File: config.mk
export PLATFORM = sky130hd
export DESIGN_NAME = ppm_top
export DESIGN_NICKNAME = d
export VERILOG_FILES = /design/src/pkg/ppm_pkg.sv /design/src/design/ppm_top.sv
export SDC_FILE = /design/constraint.sdc
export NUM_CORES = 1
export LEC_CHECK = 0
export BUFFER_PORTS_ARGS = -buffer_cell sky130_fd_sc_hd__buf_2
export CORE_UTILIZATION = 38
export DETAILED_ROUTE_END_ITERATION = 6
export HOLD_SLACK_MARGIN = 0.05
export PLACE_DENSITY = 0.54
export SLEW_MARGIN = 30
export SYNTH_ARGS = -nofsm -noshare
export SYNTH_HDL_FRONTEND = slang
export SYNTH_SLANG_ARGS = --single-unit
File: constraint.sdc
create_clock -name mclk_i -period 10.1 [get_ports mclk_i]
set_clock_uncertainty 0.2 [all_clocks]
set_input_delay 0 -clock mclk_i [delete_from_list [all_inputs] [get_ports mclk_i]]
set_output_delay 0 -clock mclk_i [all_outputs]
set_load 0.01 [all_outputs]
File: src/pkg/ppm_pkg.sv
// ppm_pkg: register map, field positions, modes and states of the parallel port controller
package ppm_pkg;

	// register byte offsets on the apb bus
	localparam int unsigned PADDR_W = 8;
	localparam logic [7:0] OFF_CTRL = 8'h00;
	localparam logic [7:0] OFF_MODE = 8'h04;
	localparam logic [7:0] OFF_ADDR = 8'h08;
	localparam logic [7:0] OFF_PADEN = 8'h0C;
	localparam logic [7:0] OFF_DATA = 8'h10;
	localparam logic [7:0] OFF_SOUT = 8'h14;
	localparam logic [7:0] OFF_SIN = 8'h18;

	// reset value shared by every register
	localparam logic [15:0] RST_REG16 = 16'h0000;
	localparam logic [31:0] RST_REG32 = 32'h0000_0000;

	// port_control field positions
	localparam int B_ON = 15;
	localparam int B_HALT = 13;
	localparam int B_MUX = 11;
	localparam int B_BEON = 10;
	localparam int B_WRON = 9;
	localparam int B_RDON = 8;
	localparam int B_CSF = 6;
	localparam int B_ALP = 5;
	localparam int B_SELECT_TWO_POLARITY = 4;
	localparam int B_SELECT_ONE_POLARITY = 3;
	localparam int B_BEP = 2;
	localparam int B_WRITE_STROBE_POLARITY = 1;
	localparam int B_READ_STROBE_POLARITY = 0;

	// port_mode_and_waits field positions
	localparam int B_BUSY = 15;
	localparam int B_IRQ_BEHAVIOUR = 13;
	localparam int B_ADDRESS_STEP_MODE = 11;
	localparam int B_WIDE = 10;
	localparam int B_PMODE = 8;
	localparam int B_WB = 6;
	localparam int B_WM = 2;
	localparam int B_WE = 0;

	// port_address field positions
	localparam int B_CS2 = 15;
	localparam int B_CS1 = 14;
	localparam int STEP_W = 11;

	typedef enum logic [1:0] {PM_LEGACY_SLAVE, PM_ADDR_SLAVE, PM_MASTER2, PM_MASTER1} ppm_port_mode_t;
	typedef enum logic [1:0] {MUX_NONE, MUX_LOW, MUX_FULL, MUX_RSVD} ppm_mux_t;
	typedef enum logic [1:0] {CSF_ADDR, CSF_ONE, CSF_BOTH, CSF_RSVD} ppm_csf_t;
	typedef enum logic [1:0] {IRQ_NONE, IRQ_CYCLE, IRQ_STALL, IRQ_BUF3} ppm_irq_t;
	typedef enum logic [1:0] {STEP_NONE, STEP_INC, STEP_DEC, STEP_BUF} ppm_step_t;
	typedef enum logic [2:0] {ST_IDLE, ST_AHI, ST_ALO, ST_SETUP, ST_STROBE, ST_HOLD, ST_GAP} ppm_state_t;

	// whole state of the controller, registered as one word
	typedef struct packed {
		logic [15:0] ctrl;
		logic [15:0] mode;
		logic [15:0] addr;
		logic [15:0] paden;
		logic [15:0] wdata;
		logic [15:0] rdata;
		logic [3:0][7:0] sout;
		logic [3:0][7:0] sin;
		ppm_state_t st;
		logic [3:0] cnt;
		logic hi_byte;
		logic is_rd;
		logic [1:0] ptr;
		logic wr_d;
		logic rd_d;
		logic [7:0] d_o;
		logic d_oe;
		logic [15:0] a_o;
		logic [15:0] a_oe;
		logic wr_o;
		logic wr_oe;
		logic rd_o;
		logic rd_oe;
		logic be_o;
		logic be_oe;
		logic irq;
		logic stall;
		logic [31:0] prdata;
		logic pready;
		logic pslverr;
	} ppm_state_s_t;

endpackage : ppm_pkg

File: src/design/ppm_top.sv
// ppm_top: configurable 8-bit parallel port, bus master or slave, with apb register access
//
// The APB register port and the placing of the registers were chosen for this implementation.
`timescale 1ns/1ps
`default_nettype none

module ppm_top (
	// clock and reset
	input wire logic mclk_i,
	input wire logic sys_rst_i,
	// apb slave
	input wire logic psel_i,
	input wire logic penable_i,
	input wire logic pwrite_i,
	input wire logic [ppm_pkg::PADDR_W-1:0] paddr_i,
	input wire logic [31:0] pwdata_i,
	output logic [31:0] prdata_o,
	output logic pready_o,
	output logic pslverr_o,
	// device power state
	input wire logic idle_i,
	// data pins
	input wire logic [7:0] parallel_data_pins_i,
	output logic [7:0] parallel_data_pins_o,
	output logic parallel_data_pins_oe_o,
	// address pins, selects and latch strobes
	input wire logic [1:0] parallel_addr_pins_i,
	output logic [15:0] parallel_addr_pins_o,
	output logic [15:0] parallel_addr_pins_oe_o,
	// strobes
	input wire logic read_strobe_in_i,
	input wire logic write_strobe_in_i,
	input wire logic chip_select_one_in_i,
	output logic write_strobe_out_o,
	output logic write_strobe_out_oe_o,
	output logic read_strobe_out_o,
	output logic read_strobe_out_oe_o,
	output logic byte_sel_out_o,
	output logic byte_sel_out_oe_o,
	// processor side events
	output logic irq_o,
	output logic stall_o
);
	import ppm_pkg::*;

	ppm_state_s_t q_reg;
	ppm_state_s_t q_next;

	// decoded fields and helpers, all given a value at the top of the process
	logic port_on;
	logic run;
	logic master;
	logic busy;
	logic acc;
	logic wr_acc;
	logic start;
	logic last_byte;
	logic [3:0] wbx;
	logic [3:0] wm;
	logic [15:0] a_full;
	logic [1:0] sidx;
	logic s_cs;
	logic s_rd;
	logic s_wr;
	logic s_evt;
	logic al_hi;
	logic al_lo;
	logic rd_act;
	logic wr_act;
	ppm_mux_t mux;
	ppm_csf_t select_line_function;
	ppm_irq_t irq_behaviour;
	ppm_step_t address_step_mode;
	ppm_port_mode_t pmode;

	//////////////////////////////////////////////////////////////////////
	// next-state logic for the whole controller
	always_comb begin
		q_next = q_reg;
		port_on = q_reg.ctrl[B_ON];
		run = port_on & ~(q_reg.ctrl[B_HALT] & idle_i);
		mux = ppm_mux_t'(q_reg.ctrl[B_MUX +: 2]);
		select_line_function = ppm_csf_t'(q_reg.ctrl[B_CSF +: 2]);
		irq_behaviour = ppm_irq_t'(q_reg.mode[B_IRQ_BEHAVIOUR +: 2]);
		address_step_mode = ppm_step_t'(q_reg.mode[B_ADDRESS_STEP_MODE +: 2]);
		pmode = ppm_port_mode_t'(q_reg.mode[B_PMODE +: 2]);
		master = pmode[1];
		busy = q_reg.st != ST_IDLE;
		wm = q_reg.mode[B_WM +: 4];
		wbx = (wm == 4'h0) ? 4'h0 : {2'b00, q_reg.mode[B_WB +: 2]};
		last_byte = ~(q_reg.mode[B_WIDE] & ~q_reg.hi_byte);
		a_full = q_reg.addr;
		acc = psel_i & penable_i & q_reg.pready;
		wr_acc = acc & pwrite_i;
		start = 1'b0;
		sidx = (pmode == PM_ADDR_SLAVE) ? parallel_addr_pins_i : q_reg.ptr;
		s_cs = (chip_select_one_in_i == q_reg.ctrl[B_SELECT_ONE_POLARITY]);
		s_rd = s_cs & (read_strobe_in_i == q_reg.ctrl[B_READ_STROBE_POLARITY]);
		s_wr = s_cs & (write_strobe_in_i == q_reg.ctrl[B_WRITE_STROBE_POLARITY]);
		s_evt = 1'b0;
		al_hi = 1'b0;
		al_lo = 1'b0;
		rd_act = 1'b0;
		wr_act = 1'b0;
		q_next.irq = 1'b0;

		// apb: answer one cycle into the access phase, registered data
		q_next.pready = psel_i & penable_i & ~q_reg.pready;
		q_next.pslverr = 1'b0;
		q_next.prdata = RST_REG32;
		if (psel_i & penable_i & ~q_reg.pready) begin
			unique case (paddr_i)
				OFF_CTRL: q_next.prdata = {16'h0000, q_reg.ctrl};
				OFF_MODE: q_next.prdata = {16'h0000, busy, q_reg.mode[14:0]};
				OFF_ADDR: q_next.prdata = {16'h0000, q_reg.addr};
				OFF_PADEN: q_next.prdata = {16'h0000, q_reg.paden};
				OFF_DATA: q_next.prdata = {16'h0000, q_reg.rdata};
				OFF_SOUT: q_next.prdata = q_reg.sout;
				OFF_SIN: q_next.prdata = q_reg.sin;
				default: q_next.pslverr = 1'b1;
			endcase
		end

		// register writes; ctrl, mode, address and write data are frozen while a transfer runs
		if (wr_acc) begin
			unique case (paddr_i)
				OFF_CTRL: if (!busy) q_next.ctrl = pwdata_i[15:0];
				OFF_MODE: if (!busy) q_next.mode = {1'b0, pwdata_i[14:0]};
				OFF_ADDR: if (!busy) q_next.addr = pwdata_i[15:0];
				OFF_PADEN: q_next.paden = pwdata_i[15:0];
				OFF_DATA: if (!busy) q_next.wdata = pwdata_i[15:0];
				OFF_SOUT: q_next.sout = pwdata_i;
				default: ;
			endcase
		end
		// a data register access launches a master transfer
		if (acc && paddr_i == OFF_DATA && master && run && !busy) begin
			start = 1'b1;
			q_next.is_rd = ~pwrite_i;
			q_next.hi_byte = 1'b0;
		end

		// master sequencer; frozen in idle halt, dropped when switched off
		if (!port_on) begin
			q_next.st = ST_IDLE;
		end else if (run) begin
			unique case (q_reg.st)
				ST_IDLE: if (start) begin
					q_next.st = ST_GAP;
				end
				ST_AHI: if (q_reg.cnt == 4'h0) begin
					q_next.st = ST_ALO;
					q_next.cnt = wbx;
				end else begin
					q_next.cnt = q_reg.cnt - 4'h1;
				end
				ST_ALO: if (q_reg.cnt == 4'h0) begin
					q_next.st = (wm == 4'h0) ? ST_STROBE : ST_SETUP;
					q_next.cnt = (wm == 4'h0) ? 4'h0 : wbx;
				end else begin
					q_next.cnt = q_reg.cnt - 4'h1;
				end
				ST_SETUP: if (q_reg.cnt == 4'h0) begin
					q_next.st = ST_STROBE;
					q_next.cnt = wm;
				end else begin
					q_next.cnt = q_reg.cnt - 4'h1;
				end
				ST_STROBE: if (q_reg.cnt == 4'h0) begin
					if (q_reg.is_rd) begin
						if (q_reg.hi_byte) q_next.rdata[15:8] = parallel_data_pins_i;
						else q_next.rdata[7:0] = parallel_data_pins_i;
					end
					q_next.st = (wm == 4'h0) ? ST_GAP : ST_HOLD;
					q_next.cnt = {2'b00, q_reg.mode[B_WE +: 2]};
				end else begin
					q_next.cnt = q_reg.cnt - 4'h1;
				end
				ST_HOLD: if (q_reg.cnt == 4'h0) begin
					q_next.st = ST_GAP;
				end else begin
					q_next.cnt = q_reg.cnt - 4'h1;
				end
				ST_GAP: begin
					q_next.st = ST_IDLE;
				end
			endcase
		end
		// the gap ends a byte: go idle, or begin the next byte of a wide word
		if (run && q_reg.st == ST_GAP && !last_byte) begin
			q_next.hi_byte = 1'b1;
			start = 1'b1;
		end else if (run && q_reg.st == ST_GAP) begin
			q_next.irq = (irq_behaviour == IRQ_CYCLE);
			if (address_step_mode == STEP_INC) q_next.addr[STEP_W-1:0] = q_reg.addr[STEP_W-1:0] + 11'h001;
			if (address_step_mode == STEP_DEC) q_next.addr[STEP_W-1:0] = q_reg.addr[STEP_W-1:0] - 11'h001;
		end
		// entry phase of a byte: a start reaches here from idle or from the gap
		if (start && port_on && run) begin
			if (mux == MUX_FULL) begin
				q_next.st = ST_AHI;
				q_next.cnt = wbx;
			end else if (mux == MUX_LOW) begin
				q_next.st = ST_ALO;
				q_next.cnt = wbx;
			end else begin
				q_next.st = (wm == 4'h0) ? ST_STROBE : ST_SETUP;
				q_next.cnt = (wm == 4'h0) ? 4'h0 : {2'b00, q_reg.mode[B_WB +: 2]};
			end
		end

		// slave port: host strobes move bytes through the four buffers
		q_next.wr_d = s_wr & run & ~master;
		q_next.rd_d = s_rd & run & ~master;
		if (run && !master) begin
			if (s_wr && !q_reg.wr_d) begin
				q_next.sin[sidx] = parallel_data_pins_i;
				s_evt = 1'b1;
			end
			if (!s_rd && q_reg.rd_d) s_evt = 1'b1;
			if (s_evt) begin
				if (pmode == PM_LEGACY_SLAVE && address_step_mode == STEP_BUF) q_next.ptr = q_reg.ptr + 2'b01;
				q_next.irq = (irq_behaviour == IRQ_CYCLE) | (irq_behaviour == IRQ_BUF3 && sidx == 2'b11);
			end
		end

		// pin drive, computed from the present state and registered
		al_hi = (q_reg.st == ST_AHI);
		al_lo = (q_reg.st == ST_ALO) | ((q_reg.st == ST_AHI) & (mux == MUX_LOW));
		q_next.a_o = a_full;
		if (select_line_function != CSF_ADDR) q_next.a_o[15] = (busy & q_reg.addr[B_CS2]) ~^ q_reg.ctrl[B_SELECT_TWO_POLARITY];
		if (select_line_function == CSF_BOTH) q_next.a_o[14] = (busy & q_reg.addr[B_CS1]) ~^ q_reg.ctrl[B_SELECT_ONE_POLARITY];
		if (mux != MUX_NONE) q_next.a_o[1:0] = {al_hi ~^ q_reg.ctrl[B_ALP], al_lo ~^ q_reg.ctrl[B_ALP]};
		q_next.a_oe = (port_on & master) ? q_reg.paden : 16'h0000;
		if (!master) q_next.a_oe = 16'h0000;
		// data pins: address phases, write data, or slave read-back
		if (q_reg.st == ST_AHI) q_next.d_o = a_full[15:8];
		else if (q_reg.st == ST_ALO) q_next.d_o = a_full[7:0];
		else if (master) q_next.d_o = q_reg.hi_byte ? q_reg.wdata[15:8] : q_reg.wdata[7:0];
		else q_next.d_o = q_reg.sout[sidx];
		q_next.d_oe = port_on & (master ? (al_hi | al_lo | (~q_reg.is_rd & (q_reg.st == ST_SETUP |
			q_reg.st == ST_STROBE | q_reg.st == ST_HOLD))) : (s_rd & run));
		// strobes: combined read/write plus enable, or separate read and write
		if (pmode == PM_MASTER1) begin
			rd_act = busy & q_reg.is_rd;
			wr_act = (q_reg.st == ST_STROBE);
		end else begin
			rd_act = (q_reg.st == ST_STROBE) & q_reg.is_rd;
			wr_act = (q_reg.st == ST_STROBE) & ~q_reg.is_rd;
		end
		q_next.rd_o = rd_act ~^ q_reg.ctrl[B_READ_STROBE_POLARITY];
		q_next.wr_o = wr_act ~^ q_reg.ctrl[B_WRITE_STROBE_POLARITY];
		q_next.be_o = (busy & q_reg.mode[B_WIDE] & q_reg.hi_byte) ~^ q_reg.ctrl[B_BEP];
		q_next.rd_oe = port_on & master & q_reg.ctrl[B_RDON];
		q_next.wr_oe = port_on & master & q_reg.ctrl[B_WRON];
		q_next.be_oe = port_on & master & q_reg.ctrl[B_BEON];
		q_next.stall = busy & (irq_behaviour == IRQ_STALL);
	end

	//////////////////////////////////////////////////////////////////////
	// the single state register
	always_ff @(posedge mclk_i or posedge sys_rst_i) begin
		if (sys_rst_i) begin
			q_reg <= '0;
		end else begin
			q_reg <= q_next;
		end
	end

	// every output comes straight from the state register
	assign prdata_o = q_reg.prdata;
	assign pready_o = q_reg.pready;
	assign pslverr_o = q_reg.pslverr;
	assign parallel_data_pins_o = q_reg.d_o;
	assign parallel_data_pins_oe_o = q_reg.d_oe;
	assign parallel_addr_pins_o = q_reg.a_o;
	assign parallel_addr_pins_oe_o = q_reg.a_oe;
	assign write_strobe_out_o = q_reg.wr_o;
	assign write_strobe_out_oe_o = q_reg.wr_oe;
	assign read_strobe_out_o = q_reg.rd_o;
	assign read_strobe_out_oe_o = q_reg.rd_oe;
	assign byte_sel_out_o = q_reg.be_o;
	assign byte_sel_out_oe_o = q_reg.be_oe;
	assign irq_o = q_reg.irq;
	assign stall_o = q_reg.stall;

	//////////////////////////////////////////////////////////////////////
	// checks: phase lengths are measured by a helper counter of cycles in a state
	// frozen cycles of an idle halt are not counted, so a halted phase keeps its length
	logic [4:0] plen_reg;
	always_ff @(posedge mclk_i or posedge sys_rst_i) begin
		if (sys_rst_i) begin
			plen_reg <= 5'h00;
		end else begin
			plen_reg <= (q_next.st != q_reg.st) ? 5'h01 : plen_reg + {4'h0, run};
		end
	end
endmodule : ppm_top

`default_nettype wire

After elaboration in Yosys (flattened, before gate mapping)
Index checks and enable logic that the tools add are counted.
Widths: inputs -> output; s select.
- add/sub/neg operators: 4
- bitwise logic cells: 48
- $mul: 0
- shifts and indexed selects: 0
- equality and inequality tests: 35
- divide/modulo/power cells: 0
- mux-type cells: 66
- reduce and logical (&&, ||, !) cells: 43
- magnitude comparators: 2
- operators by type and width (kind ; count):
    $pmux 32 s7 ; 1
    $mux 16 ; 5
    $mux 11 ; 6
    $mux 8 ; 6
    $mux 43 ; 1
    $bwmux 32 ; 1
    $mux 32 ; 1
    $and 1x1->1 ; 28
    $mux 4 ; 7
    $mux 7 ; 4
    $eq 8x5->1 const B ; 3
    $mux 3 ; 8
    $pmux 3 s7 ; 1
    $ne 4x4->1 const B ; 5
    $pmux 4 s5 ; 1
    $mux 1 ; 17
    $bmux 8 s2 ; 1
    $demux 8 s2 ; 1
    $eq 2x2->1 const B ; 8
    $eq 8x4->1 const B ; 2
    $reduce_and 3->1 ; 5
    $logic_and 1x1->1 ; 14
    $reduce_and 6->1 ; 2
    $add 11x1->11 const B ; 1
    other kinds (30) ; 69
- input bits: 59
- output and inout port bits: 83
- logic and storage cells: 236
- latch bits: 0
- bits in read-only memories: 0
- memories kept: 0
- RAM bits: 0
- register bits: 255

Longest topological paths before layout
Gate-level depths: netlist of run 1.
- depth after elaboration: 12
- mapped depth: 8
- gate-level depth less buffers: 7

Worst setup path before layout of run 1
Ideal clock, no wire load.
- kind: register -> register
- start: register q_reg[93] (netlist name)
- end: register q_reg[94] (netlist name)
- setup slack: 7444 ps
- data arrival time: 2329 ps
- cell stages (with the launch flop): 8
- period minus slack after synthesis: 2656 ps
- buffers on the path: 2
- data required time: 9772 ps
- cell sequence: dfrtp_1 buf_6 or3_1 buf_2 or4b_4 o21ai_2 mux2_1 mux2_1
- longest elaborated chain between the ends: 9
- elaborated cells on any way between the ends: 28
- those cells by class: eq/ne (13); mux (6); reduce/logical (9)
- ends and longest elaborated chain (what ; RTL line ; text):
    start, declared ; ppm_top.sv:46 ; ppm_state_s_t q_reg;
    start signal, assigned ; ppm_top.sv:266 ; q_reg <= q_next;
    $reduce_bool 3->1 ; ppm_top.sv:88 ; busy = q_reg.st != ST_IDLE;
    $logic_not 1->1 ; ppm_top.sv:137 ; if (acc && paddr_i == OFF_DATA && master && run && !busy) begin
    $logic_and 1x1->1 ; ppm_top.sv:137 ;
    $mux 1 ; ppm_top.sv:137 ;
    $mux 1 ; ppm_top.sv:190 ; if (run && q_reg.st == ST_GAP && !last_byte) begin
    $logic_and 1x1->1 (2 in a row) ; ppm_top.sv:199 ; if (start && port_on && run) begin
    $ne 4x4->1 (no source line) (tied with other cells) ; - ;
    $reduce_and 7->1 (no source line) ; - ;
Several ways; a longest one is shown, not always the timed one. The select of a mux whose other input is x is not followed.
A chain may end at the register's enable or synchronous reset.

Final worst setup path of run 1
- start: input port paddr_i[6] (netlist name)
- end: register q_reg[87] (netlist name)
- longest elaborated chain between the ends: 5
- ends and longest elaborated chain (what ; RTL line ; text):
    start, declared ; ppm_top.sv:15 ; input wire logic [ppm_pkg::PADDR_W-1:0] paddr_i,
    $eq 8x5->1 ; ppm_top.sv:137 ;
    $logic_and 1x1->1 (4 in a row) ; ppm_top.sv:137 ;
Every way passes these cells.

==> flow_summary.yaml, run 1 <==
setup_path:
  crit_required_ns: 10.32
  path_delay_family: "buffers and inverters"
  critical_path.most_common_cell: "dlygate4sd3_1"
  crit_end: "q_reg[87]$_DFFE_PP0P_"
  cp_slowest_cell: "dlygate4sd3_1"
  cp_max_fo: 6
  worstSetupStartpoint: "paddr_i[6]"
  critPathCaptureType: "flip-flop"
  rrSetupSlack_ns: 6.86
  cp-start-kind: "input pin"
  crit_cells: 10
  cpPeakStageDelay_ns: 0.66
  path_buf_inv: 5
  cp.arrival_ns: 3.46
  r2r_cells: 5
  crit_chain: "dlygate4sd3_1, buf_2, nor3_2, dlygate4sd3_1, nand3_1, dlygate4sd3_1, or2_2, nand2_1, o21ai_0, dlygate4sd3_1"
  r2r_start: "q_reg[93]$_DFFE_PP0P_"
  worst_r2r_endpoint: "a_full[1]$_DFF_PP0_"
  critPathKind: "in -> reg"
yosys:
  synthFlopType: "dfrtp_1"
  synth_edf_count: 0
  syn_avg_cell_area_sq_um: 11.8
  synth_seq_area_share_pct: 53.4
  syn_area_sq_um: 11900
  synth.distinct_cells: 64
  synthArstFlopShare_pct: 100
  synth_top_area_cell: "dfrtp_1"
  synth_top_area_share_pct: 53.4
  yosysWarnings: 0
  synthCells: 1009
  synth_seq_cells: 255
  netlist_top_cells_area: "dfrtp_1 53%, mux2_2 14%, buf_4 4.5%, a222oi_1 2.6%, nand2_1 2.4%"
  syn-num-nets: 1072
sta:
  rsz0062_at_grt: "false"
  fmax_mhz: 309
  setup_slack_ns: 6.86
  tightest_slew_ns: 0.977
  min_period_ns: 3.24
  fin_crit_sh_pct: 32.1
  tns_ns: 0
  whs_ns: 0.0782
  setup_viol: 0
  hold_viol_final: 0
  maxSlewViolCount: 0
  maxSlewHeadroom_pct: 34.2
final_layout:
  layout-drive-gt1-share_pct: 32.2
  fill_cells: 2843
  antennaDiodeCount: 0
  syn2layout_area_growth_pct: 19.9
  largest_reg_flops: 147
  fin_nets: 1203
place:
  dp.final_hpwl_um: 24300
  pre_cts_slack_ns: 6.94
  gp_congestion: 0.838
  port_buffers: 141
drt:
  ant_nets: 0
  wl_per_cell_um: 23.2
  drt_drc_violations_left: 26
  vias_per_cell: 5.59
  drtIter0Drc: 841
  routed_wl_um: 36100
  dr.pass1.iters: 7
  num_vias: 8692
cts:
  cts_tree: "built"
  clk_latency_ns: 0.55
  cts_max_level: 1
  clock-sinks: 255
  post_cts_resized: 0
  root_buffer: "clkbuf_16"
  clk_pin_slew_ns: 0.06
  cts_made_buffers: 28
  clk_path_buf_depth: 3
grt:
  use_met1_pct: 34.6
  grt_use_met2_pct: 34.2
  grt_use_total_pct: 22.8
  grt_pass1_vias: 8486
  grt_max_degree: 119
  overflow: 0
  grtUsageMet3_pct: 2.86
  grt_antenna_before_repair: 2
  top_usage_layer: "met1"
  grt_pass1_wl_um: 54200
power:
  sequentialPowerShare_pct: 45.6
  powerDensity_nw_per_um2: 157
  p_int_mw: 1.78
  clockPowerShare_pct: 50.5
  irDropWorstVdd_mv: 0.112
  pwr-share-comb_pct: 3.9
  p_switching_mw: 0.476
  cellLeakagePower_nw: 6.98
  p_sw_share_pct: 21.1
floorplanning:
  num_rows: 64
  die_area_sq_um: 32200
  die_y_um: 179
  die_w_um: 179
  start_util_pct: 38.9
  io_pins: 142
  core_area_sq_um: 30700
run:
  drv_cap: 0
min_path:
  min_path_type: "in -> reg"
outcome:
  outcome: "complete, but fails checks"
  violations: "design-rule violations"
[cells by family after synthesis]
family / count (synthesis) / share of synthesized area (%)
compound gates: 169 / 10.5
simple gates: 242 / 10.2
buf+inv: 146 / 6.93
flops: 255 / 53.4
fa+ha+maj: 4 / 0.419
xor+xnor: 15 / 1.10
mux: 178 / 17.5
[worst min-delay path by stage]
stage,start,depth (start not counted),to
6_report,paddr_i[7],7,prdata_o[31]$_DFF_PP0_
5_1_grt,paddr_i[7],7,prdata_o[29]$_DFF_PP0_
4_1_cts,paddr_i[7],7,prdata_o[31]$_DFF_PP0_
3_5_place_dp,pwrite_i,2,q_reg[87]$_DFFE_PP0P_
3_3_place_gp,pwrite_i,2,q_reg[87]$_DFFE_PP0P_
2_1_floorplan,pwdata_i[11],2,a_full[11]$_DFFE_PP0P_
[worst min-delay path, cell delays in order]
cell	delay [ns]
buf_2	0.09
nor3_2	0.06
nand2_1	0.08
nor2_2	0.04
buf_4	0.24
a22oi_1	0.19
nor2_1	0.06
[cell usage after synthesis (all sizes together) (6+ instances only)]
cell	number
dfrtp	255
mux2	152
buf	80
nand2	76
clkbuf	52
nor2	52
a222oi	31
a22oi	30
o21ai	30
and3	22
a21oi	21
mux2i	18
a31oi	16
nor3	16
inv	14
nand3	14
nor4	9
xor2	9
mux4	8
and2	7
nand2b	7
nor2b	7
o221ai	6
o22ai	6
xnor2	6
[cell type report]
cell class              count  area (sq um)  share of cell area [%]
inverters                  14          60.1                   0.419
clock buffers              41           871                    6.08
multi-input cells         608          4740                    33.1
clock inverters             8           171                    1.20
well taps                 396           495                    3.46
repair buffers            233          1600                    11.2
flip-flops and latches    255          6380                    44.5
[what timing repair did]
| item | CTS | global route |
|---|---|---|
| hold buffers | 80 | 0 |
| endpoints found under the hold margin | 311 | 0 |
| buffers inserted | 0 | 0 |
[power groups by stage]
stage / Sequential, mW / Clock, mW / Combinational [mW]
after floorplan: 1.05 / 0 / 0.0253
after global placement: 1.05 / 0 / 0.0654
after detailed placement: 1.05 / 0 / 0.0654
after CTS: 1.03 / 1.16 / 0.0870
after global routing: 1.03 / 1.20 / 0.0956
final: 1.03 / 1.14 / 0.0870
[stage by stage]
step	instances	instance area [sq um]	utilization (%)	power (mW)
after global placement	1425	12500	40.5	1.11
after CTS	1555	14300	46.6	2.28
final	1555	14300	46.6	2.25
after global routing	1555	14300	46.6	2.32
after detailed placement	1426	12500	40.6	1.11
after floorplan	1009	11900	-	1.07
[layout by cell type, fill, tap and decap left out, types with 5 or more instances in the layout]
cell type,n
dfrtp_1,255
mux2_2,145
buf_2,141
dlygate4sd3_1,80
nand2_1,76
nor2_1,51
a222oi_1,31
a22oi_1,30
clkbuf_16,29
o21ai_0,28
and3_1,22
a21oi_1,20
mux2i_1,18
a31oi_1,16
nor3_1,15
nand3_1,14
inv_1,13
clkbuf_8,10
buf_4,10
xor2_1,9
nor4_1,8
mux4_2,8
and2_1,7
nand2b_1,7
nor2b_1,7
xnor2_1,6
o22ai_1,6
o221ai_1,6
nand4_1,5
or2_2,5
a32oi_1,5
bufinv_16,5
[routing by layer]
metal  vias to the layer above  wire (um)  part of all wire, %
met5                         -          0                    0
met4                         0        719                  2.0
met3                        46       2250                  6.2
met2                       333      15900                   44
met1                      4426      17300                   48
li1                       3887          -                    -
(Power assumes the default switching activity.)
==> run 2: changes to the inputs <==
==> constraint.sdc (replaced) <==
create_clock -name mclk_i -period 3.4 [get_ports mclk_i]
set_clock_uncertainty 0.2 [all_clocks]
set_input_delay 0 -clock mclk_i [delete_from_list [all_inputs] [get_ports mclk_i]]
set_output_delay 0 -clock mclk_i [all_outputs]
set_load 0.01 [all_outputs]
==> flow_summary.yaml, run 2 (synthesis results as in run 1) <==
floorplanning:
  die_w_um: 179
  die_area_sq_um: 32200
  start_util_pct: 38.9
  die_y_um: 179
  core_area_sq_um: 30700
  num_rows: 64
  io_pins: 142
drt:
  drtIter0Drc: 888
  ant_nets: 0
  routed_wl_um: 36900
  drt_drc_violations_left: 32
  num_vias: 8857
  dr.pass1.iters: 7
  vias_per_cell: 5.60
  wl_per_cell_um: 23.3
setup_path:
  cp_max_fo: 7
  crit_required_ns: 3.64
  critPathKind: "reg -> reg"
  path_delay_family: "simple AND/OR/NAND/NOR gates"
  crit_chain: "or3_1, or4b_4, or2_2, nand2_1, o21ai_0, dlygate4sd3_1"
  critPathCaptureType: "flip-flop"
  cp.arrival_ns: 3.08
  r2r_start: "q_reg[94]$_DFFE_PP0P_"
  worstSetupStartpoint: "q_reg[94]$_DFFE_PP0P_"
  cp-start-kind: "flip-flop"
  cpPeakStageDelay_ns: 0.62
  path_buf_inv: 1
  cp_slowest_cell: "or4b_4"
final_layout:
  antennaDiodeCount: 0
  syn2layout_area_growth_pct: 20.9
  largest_reg_flops: 147
  mostFrequentLayoutCells: "255 x dfrtp_1, 145 x mux2_2, 141 x buf_2"
  fin_nets: 1229
  layout-drive-gt1-share_pct: 33.0
  instances_no_fill: 1581
  mostFrequentLayoutCell: "dfrtp_1"
  fill_cells: 2916
sta:
  hold_viol_final: 0
  fin_crit_sh_pct: 83.6
  maxSlewViolCount: 0
  min_period_ns: 2.84
  setup_viol: 0
  tightest_slew_ns: 0.889
  fmax_mhz: 352
  rsz0062_at_grt: "false"
  maxSlewHeadroom_pct: 40.1
  whs_ns: 0.130
power:
  powerDensity_nw_per_um2: 442
  cellLeakagePower_nw: 7.06
  irDropWorstVdd_mv: 0.444
cts:
  post_cts_resized: 0
  root_buffer: "clkbuf_16"
  cts_made_buffers: 28
  clock-sinks: 255
  cts_max_level: 1
  clk_latency_ns: 0.56
  clk_path_buf_depth: 3
  cts_setup_buffers: 0
  clk_pin_slew_ns: 0.06
  cts_hold_buf: 85
  cts_tree: "built"
grt:
  grt_antenna_before_repair: 0
  overflow: 0
  grt_pass1_wl_um: 55000
  grt_pass1_vias: 8719
  grt_use_total_pct: 23.3
  grt_max_degree: 78
outcome:
  outcome: "complete, but fails checks"
  violations: "design-rule violations"
place:
  port_buffers: 141
  placed_cells: 1447
  dp.final_hpwl_um: 25200
  gp_congestion: 0.879
min_path:
  worstHoldStart: "parallel_data_pins_i[3]"
  min_path_type: "in -> reg"
run:
  drv_cap: 0
## run 2: cell types whose count changed in the layout (fill, tap and decap cells not counted), moves of 2 or more
cell / change
dlygate4sd3_1: +5
buf_12: +3
bufinv_16: -3
buf_4: +20
clkbuf_1: +3
buf_6: -2
clkinvlp_4: +2
clkbuf_8: -4
clkinv_2: +4
## run 2: tightest hold or removal path, stage by stage
cell and delay [ns]:
dlygate4sd3_1 0.53, buf_2 0.18, mux2_2 0.16
## run 2: worst paths after layout
kind,endpoint,slack (ns),cells past startpoint
max in group asynchronous,parallel_data_pins_o[1]$_DFF_PP0_,1.56,5
min in group asynchronous,prdata_o[8]$_DFF_PP0_,0.53,4
hold reg to reg,q_reg[86]$_DFFE_PP0P_,0.27,1
setup reg to reg,q_reg[87]$_DFFE_PP0P_,0.56,6
setup / recovery,q_reg[87]$_DFFE_PP0P_,0.56,6
hold / removal,q_reg[115]$_DFFE_PP0P_,0.13,3
## run 2: layout make-up
type,count,area [sq um],share of cell area [%]
clock inverter,10,130,0.901
clock buffer,39,802,5.55
timing repair buffer,259,1840,12.7
sequential,255,6380,44.2
multi-input combinational,608,4740,32.8
tap,396,495,3.43
inverter,14,56.3,0.390
## run 2: report_power, final
group	internal [mW]	leakage, nW	switching, mW
clock	1.80	0.454	1.27
combinational	0.108	3.09	0.161
sequential	3.04	3.51	0.00961
## run 2: layer usage
layer	GRT usage, %	wire (um)	vias up
met1	33.7	16700	4475
li1	-	-	3935
met2	35.6	16300	403
met3	4.79	3190	44
met5	0	0	-
met4	5.43	738	0
## run 2: per-stage QoR
stage / power [mW] / worst slack [ns] / area, sq um / setup TNS, ns / utilization (%)
floorplan: 3.18 / -0.158 / 12000 / -40.20 / -
global placement: 3.31 / 0.727 / 12700 / 0 / 41.2
detailed placement: 3.31 / 0.697 / 12700 / 0 / 41.2
CTS: 6.46 / 0.547 / 14400 / 0 / 47.0
global route: 6.59 / 0.492 / 14400 / 0 / 47.0
finish: 6.39 / 0.557 / 14400 / 0 / 47.0
